===== config.mk =====
export PLATFORM = sky130hd
export DESIGN_NAME = ebc_bus_control
export DESIGN_NICKNAME = d
export VERILOG_FILES = /design/src/hw/ebc_pkg.sv /design/src/hw/ebc_sync_if.sv /design/src/hw/ebc_bus_control.sv /design/src/hw/ebc_input_sync.sv
export SDC_FILE = /design/constraint.sdc
export NUM_CORES = 1
export LEC_CHECK = 0
export BUFFER_PORTS_ARGS = -buffer_cell sky130_fd_sc_hd__buf_2
export CAP_MARGIN = 25
export CORE_MARGIN = 3
export CORE_UTILIZATION = 50
export CTS_CLUSTER_DIAMETER = 80
export DETAILED_ROUTE_END_ITERATION = 10
export GPL_TIMING_DRIVEN = 0
export PLACE_DENSITY = 0.69
export SLEW_MARGIN = 30
export SYNTH_ARGS = -nofsm -noshare
export SYNTH_HDL_FRONTEND = slang
export SYNTH_SLANG_ARGS = --single-unit

===== constraint.sdc =====
create_clock -name i_clock -period 5.7 [get_ports i_clock]
set_input_delay 0.855 -clock i_clock [delete_from_list [all_inputs] [get_ports i_clock]]
set_output_delay 0.855 -clock i_clock [all_outputs]
set_load 0.03 [all_outputs]

===== src/hw/ebc_pkg.sv =====
// package for the expansion bus control block
// assumes a 100 MHz processor clock
package ebc_pkg;
  localparam int unsigned EBC_CLOCK_MHZ = 100;
  localparam int unsigned EBC_RESET_PULSE_MS = 10;
  localparam int unsigned EBC_RESET_CYCLES = EBC_RESET_PULSE_MS * 1000 * EBC_CLOCK_MHZ;
  localparam int unsigned EBC_SYNC_STAGES = 2;
  localparam logic EBC_BANK_SEL_RESET = 1'b0;
  localparam logic EBC_DMA_TERM_RESET = 1'b0;
  typedef enum logic [1:0] {
    EBC_RST_POWERON,
    EBC_RST_HELD,
    EBC_RST_STRETCH,
    EBC_RST_IDLE
  } ebc_rst_state_e;
endpackage


===== src/hw/ebc_sync_if.sv =====
// interface carrying synchronised bus inputs from the synchroniser
// assumes one clock domain
`timescale 1ns/1ns
interface ebc_sync_if;
  logic ready;
  logic set_overflow;
  logic float_n;
  logic irq_n;
  logic nmi_n;
  logic button;
  modport src (output ready, output set_overflow, output float_n, output irq_n, output nmi_n,
    output button);
  modport dst (input ready, input set_overflow, input float_n, input irq_n, input nmi_n,
    input button);
endinterface


===== src/hw/ebc_bus_control.sv =====
// expansion bus control signals of the board: buffers, float, reset pulse
// assumes processor strobes are on i_clock; bus inputs are asynchronous
`timescale 1ns/1ns
module ebc_bus_control
  import ebc_pkg::*;
#(
  parameter int unsigned RESET_CYCLES = EBC_RESET_CYCLES
)(
  input wire logic i_clock,
  input wire logic i_rst,
  input wire logic i_cpu_read_write,
  input wire logic i_cpu_sync,
  input wire logic i_phase1,
  input wire logic i_cpu_read_cycle,
  input wire logic i_onboard_selected,
  input wire logic i_bank_select_ctrl_bit,
  input wire logic i_dma_terminate_ctrl_bit,
  input wire logic i_reset_button,
  input wire logic i_bus_set_overflow,
  input wire logic i_bus_ready_in,
  input wire logic i_bus_float_request_n,
  input wire logic i_bus_irq_n,
  input wire logic i_bus_nmi_n,
  output logic o_bus_read_not_write_n,
  output logic o_bus_read_not_write_n_oe,
  output logic o_bus_opcode_fetch_sync,
  output logic o_bus_opcode_fetch_sync_oe,
  output logic o_bank_select_n,
  output logic o_bank_select_n_oe,
  output logic o_address_oe,
  output logic o_data_oe,
  output logic o_phase1_out,
  output logic o_dma_terminate_n,
  output logic o_bus_reset_n,
  output logic o_cpu_set_overflow,
  output logic o_cpu_halt,
  output logic o_irq_bus_source,
  output logic o_cpu_nmi_n,
  output logic o_dma_active
);
  // the stretch counter needs at least two counts to give a visible pulse
  if (RESET_CYCLES < 2) begin : g_bad_reset_cycles
    $error("RESET_CYCLES too small");
  end

  ebc_sync_if sync_bus ();

  ebc_input_sync u_sync (
    .i_clock(i_clock),
    .i_rst(i_rst),
    .i_async({i_reset_button, i_bus_nmi_n, i_bus_irq_n, i_bus_float_request_n,
      i_bus_set_overflow, i_bus_ready_in}),
    .sync_out(sync_bus)
  );

  logic floating;
  assign floating = ~sync_bus.float_n;

  // output buffers and overflow edge detect
  logic rnw_reg, rnw_next;
  logic syncout_reg, syncout_next;
  logic bank_reg, bank_next;
  logic dmat_reg, dmat_next;
  logic so_prev_reg, so_prev_next;
  logic sov_reg, sov_next;
  logic halt_reg, halt_next;
  logic irq_reg, irq_next;
  logic nmi_reg, nmi_next;
  logic fl_reg, fl_next;
  logic data_reg, data_next;

  always_comb begin
    rnw_next = ~i_cpu_read_write;
    // sync raised in phase one of a fetch and held to cycle end
    if (i_cpu_sync && i_phase1) begin
      syncout_next = 1'b1;
    end else if (i_phase1) begin
      syncout_next = 1'b0;
    end else begin
      syncout_next = syncout_reg;
    end
    bank_next = ~i_bank_select_ctrl_bit;
    dmat_next = ~i_dma_terminate_ctrl_bit;
    so_prev_next = sync_bus.set_overflow;
    sov_next = so_prev_reg & ~sync_bus.set_overflow;
    // halt only takes effect on a read cycle; resumes on ready high
    if (!sync_bus.ready && i_cpu_read_cycle) begin
      halt_next = 1'b1;
    end else if (sync_bus.ready) begin
      halt_next = 1'b0;
    end else begin
      halt_next = halt_reg;
    end
    irq_next = ~sync_bus.irq_n;
    nmi_next = sync_bus.nmi_n;
    fl_next = floating;
    data_next = ~floating & ~i_onboard_selected;
  end

  always_ff @(posedge i_clock) begin
    if (i_rst) begin
      rnw_reg <= 1'b0;
      syncout_reg <= 1'b0;
      bank_reg <= ~EBC_BANK_SEL_RESET;
      dmat_reg <= ~EBC_DMA_TERM_RESET;
      so_prev_reg <= 1'b1;
      sov_reg <= 1'b0;
      halt_reg <= 1'b0;
      irq_reg <= 1'b0;
      nmi_reg <= 1'b1;
      fl_reg <= 1'b0;
      data_reg <= 1'b0;
    end else begin
      rnw_reg <= rnw_next;
      syncout_reg <= syncout_next;
      bank_reg <= bank_next;
      dmat_reg <= dmat_next;
      so_prev_reg <= so_prev_next;
      sov_reg <= sov_next;
      halt_reg <= halt_next;
      irq_reg <= irq_next;
      nmi_reg <= nmi_next;
      fl_reg <= fl_next;
      data_reg <= data_next;
    end
  end

  assign o_bus_read_not_write_n = rnw_reg;
  assign o_bus_opcode_fetch_sync = syncout_reg;
  assign o_bus_read_not_write_n_oe = ~fl_reg;
  assign o_bus_opcode_fetch_sync_oe = ~fl_reg;
  assign o_bank_select_n = bank_reg;
  assign o_bank_select_n_oe = ~fl_reg;
  assign o_address_oe = ~fl_reg;
  assign o_data_oe = data_reg;
  // phase one, reset and dma terminate ignore float
  assign o_phase1_out = i_phase1;
  assign o_dma_terminate_n = dmat_reg;
  assign o_cpu_set_overflow = sov_reg;
  assign o_cpu_halt = halt_reg;
  assign o_irq_bus_source = irq_reg;
  assign o_cpu_nmi_n = nmi_reg;
  assign o_dma_active = fl_reg;

  // bus reset pulse generator; counter is wide enough for 10 ms at 100 MHz
  ebc_rst_state_e rst_state_reg, rst_state_next;
  logic [31:0] rst_count_reg, rst_count_next;
  logic busrst_reg, busrst_next;

  always_comb begin
    rst_state_next = rst_state_reg;
    rst_count_next = rst_count_reg;
    busrst_next = 1'b0;
    case (rst_state_reg)
      EBC_RST_POWERON: begin
        rst_count_next = rst_count_reg + 32'h0000_0001;
        // a press during the power-on pulse must still hold reset past its end
        if (sync_bus.button) begin
          rst_state_next = EBC_RST_HELD;
          rst_count_next = 32'h0000_0000;
        end else if (rst_count_reg >= 32'(RESET_CYCLES - 1)) begin
          rst_state_next = EBC_RST_IDLE;
          rst_count_next = 32'h0000_0000;
        end
      end
      EBC_RST_HELD: begin
        rst_count_next = 32'h0000_0000;
        if (!sync_bus.button) begin
          rst_state_next = EBC_RST_STRETCH;
        end
      end
      EBC_RST_STRETCH: begin
        rst_count_next = rst_count_reg + 32'h0000_0001;
        if (sync_bus.button) begin
          rst_state_next = EBC_RST_HELD;
        end else if (rst_count_reg >= 32'(RESET_CYCLES - 1)) begin
          rst_state_next = EBC_RST_IDLE;
          rst_count_next = 32'h0000_0000;
        end
      end
      default: begin
        busrst_next = 1'b1;
        rst_count_next = 32'h0000_0000;
        if (sync_bus.button) begin
          rst_state_next = EBC_RST_HELD;
          busrst_next = 1'b0;
        end
      end
    endcase
    if (rst_state_next == EBC_RST_IDLE && rst_state_reg != EBC_RST_IDLE) begin
      busrst_next = 1'b1;
    end
  end

  // i_rst models power-on
  always_ff @(posedge i_clock) begin
    if (i_rst) begin
      rst_state_reg <= EBC_RST_POWERON;
      rst_count_reg <= 32'h0000_0000;
      busrst_reg <= 1'b0;
    end else begin
      rst_state_reg <= rst_state_next;
      rst_count_reg <= rst_count_next;
      busrst_reg <= busrst_next;
    end
  end

  assign o_bus_reset_n = busrst_reg;

  chk_float_release: assert property (@(posedge i_clock) disable iff (i_rst)
    !i_bus_float_request_n [*3] |=> !o_bus_read_not_write_n_oe && !o_bus_opcode_fetch_sync_oe)
    else $error("read/write or sync driven during float");
  chk_rnw_inverse: assert property (@(posedge i_clock) disable iff (i_rst)
    !$past(i_rst) |-> o_bus_read_not_write_n == !$past(i_cpu_read_write))
    else $error("read/write not inverted");
  chk_sync_fetch: assert property (@(posedge i_clock) disable iff (i_rst)
    (i_cpu_sync && i_phase1) |=> o_bus_opcode_fetch_sync)
    else $error("sync missing on fetch");
  chk_overflow_edge: assert property (@(posedge i_clock) disable iff (i_rst)
    $fell(sync_bus.set_overflow) |=> o_cpu_set_overflow)
    else $error("overflow not set");
  chk_ready_halt: assert property (@(posedge i_clock) disable iff (i_rst)
    (sync_bus.ready) |=> !o_cpu_halt)
    else $error("halt held with ready high");
  chk_dma_term: assert property (@(posedge i_clock) disable iff (i_rst)
    i_dma_terminate_ctrl_bit |=> !o_dma_terminate_n)
    else $error("dma terminate not driven");
  chk_irq_route: assert property (@(posedge i_clock) disable iff (i_rst)
    !sync_bus.irq_n |=> o_irq_bus_source)
    else $error("bus irq lost");
  chk_nmi_route: assert property (@(posedge i_clock) disable iff (i_rst)
    !sync_bus.nmi_n |=> !o_cpu_nmi_n)
    else $error("nmi lost");
  chk_reset_hold: assert property (@(posedge i_clock) disable iff (i_rst)
    sync_bus.button |=> !o_bus_reset_n)
    else $error("bus reset released while button pressed");
  chk_bank_level: assert property (@(posedge i_clock) disable iff (i_rst)
    i_bank_select_ctrl_bit |=> !o_bank_select_n)
    else $error("bank select wrong");
  chk_data_off: assert property (@(posedge i_clock) disable iff (i_rst)
    i_onboard_selected |=> !o_data_oe)
    else $error("data transceiver on for on-board access");

  cov_float: cover property (@(posedge i_clock) disable iff (i_rst) $rose(o_dma_active));
  cov_reset_done: cover property (@(posedge i_clock) disable iff (i_rst) $rose(o_bus_reset_n));
  cov_halt: cover property (@(posedge i_clock) disable iff (i_rst) $rose(o_cpu_halt));
endmodule


===== src/hw/ebc_input_sync.sv =====
// two-flop synchronisers for the asynchronous bus inputs
// assumes inputs come straight from pins; idle levels are high except the reset button, which idles low
`timescale 1ns/1ns
module ebc_input_sync
  import ebc_pkg::*;
(
  input wire logic i_clock,
  input wire logic i_rst,
  input wire logic [5:0] i_async,
  ebc_sync_if.src sync_out
);
  logic [5:0] stage1_reg;
  logic [5:0] stage2_reg;
  logic [5:0] stage1_next;
  logic [5:0] stage2_next;

  always_comb begin
    stage1_next = i_async;
    stage2_next = stage1_reg;
  end

  // reset to idle (all high, except button released)
  always_ff @(posedge i_clock) begin
    if (i_rst) begin
      stage1_reg <= 6'h1f;
      stage2_reg <= 6'h1f;
    end else begin
      stage1_reg <= stage1_next;
      stage2_reg <= stage2_next;
    end
  end

  assign sync_out.ready = stage2_reg[0];
  assign sync_out.set_overflow = stage2_reg[1];
  assign sync_out.float_n = stage2_reg[2];
  assign sync_out.irq_n = stage2_reg[3];
  assign sync_out.nmi_n = stage2_reg[4];
  assign sync_out.button = stage2_reg[5];
endmodule


==> impl_metrics.env, run 1 <==
export IMPL_status="finished, final reports clean"
export IMPL_start_kind="register"
export IMPL_firstDrtPassIters=4
export IMPL_cts_path_max_buffers=2
export IMPL_area_growth_pct=18.4
export IMPL_synth_cells=236
export IMPL_top_usage_layer="met2"
export IMPL_crit_path_frequent_cell="nor2_1"
export IMPL_largest_reg_flops=32
export IMPL_die_h_um=73.5
export IMPL_drt_total_wl_um=3870
export IMPL_cellLeakagePower_nw=1.04
export IMPL_htree_levels=3
export IMPL_cts_hold_buf=0
export IMPL_rsz0062_at_grt="no"
export IMPL_gr_usage_met3=0.0793
export IMPL_avgSynthCellArea_um2=9.65
export IMPL_worst_slew_pin_slew_ns=0.675
export IMPL_grtUsageMet2=0.247
export IMPL_yosysSeqAreaShare=0.510
export IMPL_drtIter0Drc=62
export IMPL_path_cells="ha_1 -> nand3_2 -> nor2_1 -> o21ai_0 -> o211ai_1 -> clkbuf_1 -> nor2_1"
export IMPL_cap_violations=0
export IMPL_critPathKind="reg2reg"
export IMPL_fin_skew_ns=0.0110
export IMPL_drive_gt1_frac=0.259
export IMPL_dpl_cell_area_mm2=0.00249
export IMPL_start_util=0.542
export IMPL_grt_overflow_total=0
export IMPL_path_buf_inv=1
export IMPL_utilization=0.641
export IMPL_hp_class="reg2reg"
export IMPL_clk_latency_ns=0.34
export IMPL_path_delay_family="compound AO/OA/AOI/OAI gates"
export IMPL_final_seq_area_mm2=0.00116
export IMPL_antenna_found_initial=0
export IMPL_drtAntennaViolNets=0
export IMPL_pre_cts_slack_ns=3.51
export IMPL_drt_wirelength_per_cell_um=11.7
export IMPL_vias_per_cell=5.03
export IMPL_clkTransAtPathRegs_ns=0.06
export IMPL_multi_input_area_mm2=0.00104
export IMPL_crit_path_max_incr_delay_ns=0.42
export IMPL_vias=1671
export IMPL_final_setup_tns_ns=0
export IMPL_yosys_warnings=0
export IMPL_p_per_area_mw_per_mm2=311
export IMPL_dieArea_mm2=0.00540
export IMPL_cts_buffers=9
export IMPL_cp_slowest_cell="clkbuf_1"
export IMPL_ir_drop_uv=246
export IMPL_finalCritPeriodShare=0.384
export IMPL_endpoint_kind="register"
export IMPL_synth_distinct_cells=35
export IMPL_gp_congestion=0.835
export IMPL_post_cts_resized=0
export IMPL_syn_nets=252
export IMPL_coreArea_mm2=0.00420
export IMPL_finalWorstSetupSlack_ns=3.51
export IMPL_grt_pass1_wl_um=6730
export IMPL_fin_nets=293
export IMPL_setup_viol_count_final=0
export IMPL_cts_tree="yes"
export IMPL_fp_row_count=23
export IMPL_portBuffers=30
export IMPL_slew_limit_headroom=0.546
export IMPL_grt_usage=0.164
export IMPL_post_cts_setup_buffers=0
export IMPL_syn_area_mm2=0.00228
export IMPL_fmax_mhz=457
export IMPL_fill_cells=370
export IMPL_grt_max_degree=11
export IMPL_period_minus_slack_ns=2.19
export IMPL_crit_fanout=10
export IMPL_synth_ff_latch_count=58
export IMPL_met1_usage=0.204
export IMPL_critical_path_arrival_ns=2.39
export IMPL_maxSlewViolCount=0
export IMPL_r2r_setup_slack_ns=3.51
export IMPL_num_antenna_cells=0
export IMPL_io_pins=31
export IMPL_synthArstFlopShare=0
export IMPL_fin_area_mm2=0.00270
export IMPL_required_ns=5.90
export IMPL_drc=0
export IMPL_synth_enable_flop_cells=0
export IMPL_grt_pass1_vias=1540
export IMPL_synthFlopType="dfxtp_1"
export IMPL_hold_viol=0
export IMPL_cts_sinks=58
export IMPL_dp_hpwl_um=2760
export IMPL_die_w_um=73.5
export IMPL_clockRootBuffer="clkbuf_8"
## metrics by stage
step / instances / total power, mW / hold slack [ns]
floorplan: 236 / 0.453 / 0.368
global placement: 316 / 0.467 / 0.371
detailed placement: 316 / 0.467 / 0.376
CTS: 332 / 0.851 / 0.386
global route: 332 / 0.867 / 0.394
finish: 332 / 0.837 / 0.383
## layout by cell type, fill, tap and decap left out, types with 2 or more instances in the layout
| master | Yosys | routed |
|---|---|---|
| clkbuf_1 | 6 | 7 |
| nor2b_1 | 3 | 3 |
| clkbuf_8 | 0 | 11 |
| nor4_2 | 2 | 2 |
| buf_4 | 4 | 4 |
| nor2_1 | 48 | 48 |
| inv_1 | 6 | 6 |
| nand2_1 | 4 | 4 |
| nor3b_1 | 2 | 2 |
| nand2b_1 | 3 | 3 |
| buf_2 | 0 | 30 |
| o21ai_0 | 3 | 3 |
| nor4_1 | 4 | 4 |
| nor4_4 | 2 | 2 |
| xnor2_1 | 14 | 14 |
| or4_4 | 2 | 2 |
| xor2_1 | 16 | 16 |
| and4_1 | 2 | 2 |
| and3_1 | 2 | 2 |
| nor3_1 | 6 | 6 |
| or2_2 | 12 | 12 |
| dfxtp_1 | 58 | 58 |
| nand4_1 | 11 | 11 |
| clkinvlp_4 | 0 | 2 |
| nand3_1 | 13 | 13 |
## routing by layer
layer,part of all wire,vias to the layer above
li1,-,875
met1,0.49,751
met2,0.44,40
met3,0.059,5
met4,0.011,0
met5,0,-
## cell type report
class                      instances  share of cell area
clock inverter                     4              0.0186
sequential                        58               0.431
clock buffer                      12              0.0576
tap                               50              0.0232
inverter                           6             0.00836
timing repair buffer              30              0.0557
buffer                            10              0.0195
multi-input combinational        162               0.386
## worst register-to-register path, delay by kind of cell, from the launching register on
family | cells | cell delay, ns
AOI/OAI and AO/OA | 2 | 0.59
buffers and inverters | 1 | 0.42
and+or+nand+nor | 3 | 0.41
DFF | 1 | 0.38
adders and majority gates | 1 | 0.25
## cell usage after synthesis (4+ instances only)
cell,n,area [um^2]
or2_2,12,75.1
nor4_1,4,25.0
xnor2_1,14,123
clkbuf_1,6,22.5
nand4_1,11,68.8
inv_1,6,22.5
nand3_1,13,65.1
nor2_1,48,180
dfxtp_1,58,1160
nor3_1,6,30.0
nand2_1,4,15.0
buf_4,4,30.0
xor2_1,16,140
## power by group
| group | leakage (nW) | internal [mW] | switching [mW] | total (mW) |
|---|---|---|---|---|
| Combinational | 0.469 | 0.0152 | 0.0233 | 0.0385 |
| Clock | 0.0986 | 0.225 | 0.155 | 0.379 |
| Sequential | 0.473 | 0.415 | 0.00451 | 0.420 |
| Total | 1.04 | 0.655 | 0.182 | 0.837 |
## kinds of logic (layout without fill, tap and decap cells)
group,after synthesis,count (layout),synth area share
flops,58,58,0.510
fa+ha+maj,1,1,0.00549
mux,1,1,0.00440
xor+xnor,30,30,0.115
buf+inv,16,62,0.0330
simple gates,122,122,0.309
compound gates,8,8,0.0231
## worst paths after layout
kind	from	to	cells after the start
max	rst_count_reg[0]	rst_count_reg[15]	7
min	u_sync.stage2_reg[3]	o_irq_bus_source	1
max reg2reg	rst_count_reg[0]	rst_count_reg[15]	7
min reg2reg	u_sync.stage2_reg[3]	o_irq_bus_source	1
No activity file was read; power rests on OpenSTA's default activity.
==> run 2, diff against run 1 <==
--- a/config.mk
+++ b/config.mk
@@ -12,7 +12,7 @@
 export CTS_CLUSTER_DIAMETER = 80
 export DETAILED_ROUTE_END_ITERATION = 10
 export GPL_TIMING_DRIVEN = 0
-export PLACE_DENSITY = 0.69
+export PLACE_DENSITY = 0.72
 export SLEW_MARGIN = 30
 export SYNTH_ARGS = -nofsm -noshare
 export SYNTH_HDL_FRONTEND = slang
==> constraint.sdc (replaced) <==
create_clock -name i_clock -period 1.82 [get_ports i_clock]
set_input_delay 0.273 -clock i_clock [delete_from_list [all_inputs] [get_ports i_clock]]
set_output_delay 0.273 -clock i_clock [all_outputs]
set_load 0.03 [all_outputs]
==> impl_metrics.env, run 2 (same netlist as run 1, synthesis figures left out) <==
export IMPL_status="finished, final reports clean"
export IMPL_dp_hpwl_um=2780
export IMPL_vias=1702
export IMPL_num_antenna_cells=0
export IMPL_antenna_found_initial=0
export IMPL_cts_sinks=58
export IMPL_maxSlewViolCount=0
export IMPL_grt_pass1_vias=1593
export IMPL_fmax_mhz=573
export IMPL_grt_max_degree=11
export IMPL_drtIter0Drc=46
export IMPL_power_total_mw=2.51
export IMPL_grt_usage=0.162
export IMPL_die_w_um=73.5
export IMPL_required_ns=2.05
export IMPL_crit_path_max_incr_delay_ns=0.59
export IMPL_fin_skew_ns=0.00727
export IMPL_hp_class="in2reg"
export IMPL_die_h_um=73.5
export IMPL_cellLeakagePower_nw=1.11
export IMPL_drc=0
export IMPL_grt_overflow_total=0
export IMPL_met2WireLength_um=1900
export IMPL_drt_total_wl_um=4000
export IMPL_drive_gt1_frac=0.310
export IMPL_dpl_cell_area_mm2=0.00249
export IMPL_path_cells="nand4_4 -> or4_4 -> nor4_4 -> xnor2_1 -> nor2_2"
export IMPL_worst_slew_pin_slew_ns=0.491
export IMPL_fin_nets=298
export IMPL_hold_viol=0
export IMPL_grt_pass1_wl_um=6670
export IMPL_dieArea_mm2=0.00540
export IMPL_portBuffers=30
export IMPL_htree_levels=3
export IMPL_placed_cells=316
export IMPL_fin_cells=337
export IMPL_finalCritPeriodShare=0.959
export IMPL_start_kind="register"
export IMPL_critical_path_arrival_ns=1.97
export IMPL_drt_wirelength_per_cell_um=11.9
export IMPL_p_per_area_mw_per_mm2=900
export IMPL_clkTransAtPathRegs_ns=0.06
export IMPL_largest_reg_flops=32
export IMPL_endpoint_kind="register"
export IMPL_fp_row_count=23
export IMPL_final_common_cell="dfxtp_1"
export IMPL_gp_congestion=0.810
export IMPL_coreArea_mm2=0.00420
export IMPL_cts_hold_buf=0
export IMPL_fill_cells=353
export IMPL_highest_layer="met4"
export IMPL_clockRootBuffer="clkbuf_8"
export IMPL_drtAntennaViolNets=0
export IMPL_worstSetupStartpoint="rst_count_reg[9]"
export IMPL_critPathKind="reg2reg"
export IMPL_hold_start="i_cpu_read_write"
export IMPL_whs_ns=0.0894
export IMPL_ir_drop_uv=674
export IMPL_cts_tree="yes"
export IMPL_clk_latency_ns=0.33
export IMPL_cp_slowest_cell="or4_4"
export IMPL_area_growth_pct=22.4
export IMPL_start_util=0.542
export IMPL_cap_violations=0
export IMPL_m1WireLength_um=1860
export IMPL_vias_per_cell=5.05
export IMPL_cts_buffers=9
export IMPL_crit_fanout=5
export IMPL_setup_viol_count_final=0
export IMPL_period_minus_slack_ns=1.75
export IMPL_io_pins=31
export IMPL_cts_path_max_buffers=2
export IMPL_fin_area_mm2=0.00279
export IMPL_r2r_start="rst_count_reg[9]"
export IMPL_mostFrequentLayoutCells="dfxtp_1 (51), nor2_1 (48), buf_2 (30)"
export IMPL_route_met3_wl_um=195
export IMPL_firstDrtPassIters=4
export IMPL_slew_limit_headroom=0.670
[run 2: power by group]
part | switching, mW | internal (mW)
clock | 0.451 | 0.601
sequential | 0.0155 | 1.30
combinational | 0.0759 | 0.0651
[run 2: path summary, 6_finish.rpt]
kind              slack [ns]  depth (start not counted)                     end
setup / recovery        0.07                          5       rst_count_reg[26]
hold / removal          0.09                          2  o_bus_read_not_write_n
setup reg to reg        0.07                          5       rst_count_reg[26]
hold reg to reg         0.39                          1        o_irq_bus_source
[run 2: layer usage]
layer  vias up  global-route usage
li1        881                   -
met1       790               0.191
met2        26               0.255
met3         5              0.0780
met4         0              0.0604
met5         -                   0
[run 2: stage by stage]
stage	worst slack (ns)	setup TNS (ns)	util
after floorplan	0.000942	0	-
after global placement	-0.255	-7.19	0.593
after detailed placement	-0.302	-7.84	0.593
after CTS	0.00105	0	0.649
after global routing	-0.0323	-0.343	0.663
final	0.0741	0	0.663
[run 2: what timing repair did]
action                     in CTS  in global routing
pin swaps                       2                  3
setup endpoints to repair      30                 32
setup buffers                   3                  2
gates resized for setup        11                 12
[run 2: cell type report]
class	instances	area, um^2	share of cell area
tap	50	62.6	0.0224
inverter	6	22.5	0.00808
sequential	58	1170	0.421
timing repair buffer	35	188	0.0673
clock buffer	14	173	0.0619
buffer	10	82.6	0.0296
clock inverter	2	10.0	0.00359
multi-input combinational	162	1080	0.386
[run 2: worst max-delay path, delay by kind of cell (launching register included)]
kind | cells | cell delay (ns)
simple gates | 4 | 1.08
flops | 1 | 0.39
xor+xnor | 1 | 0.16
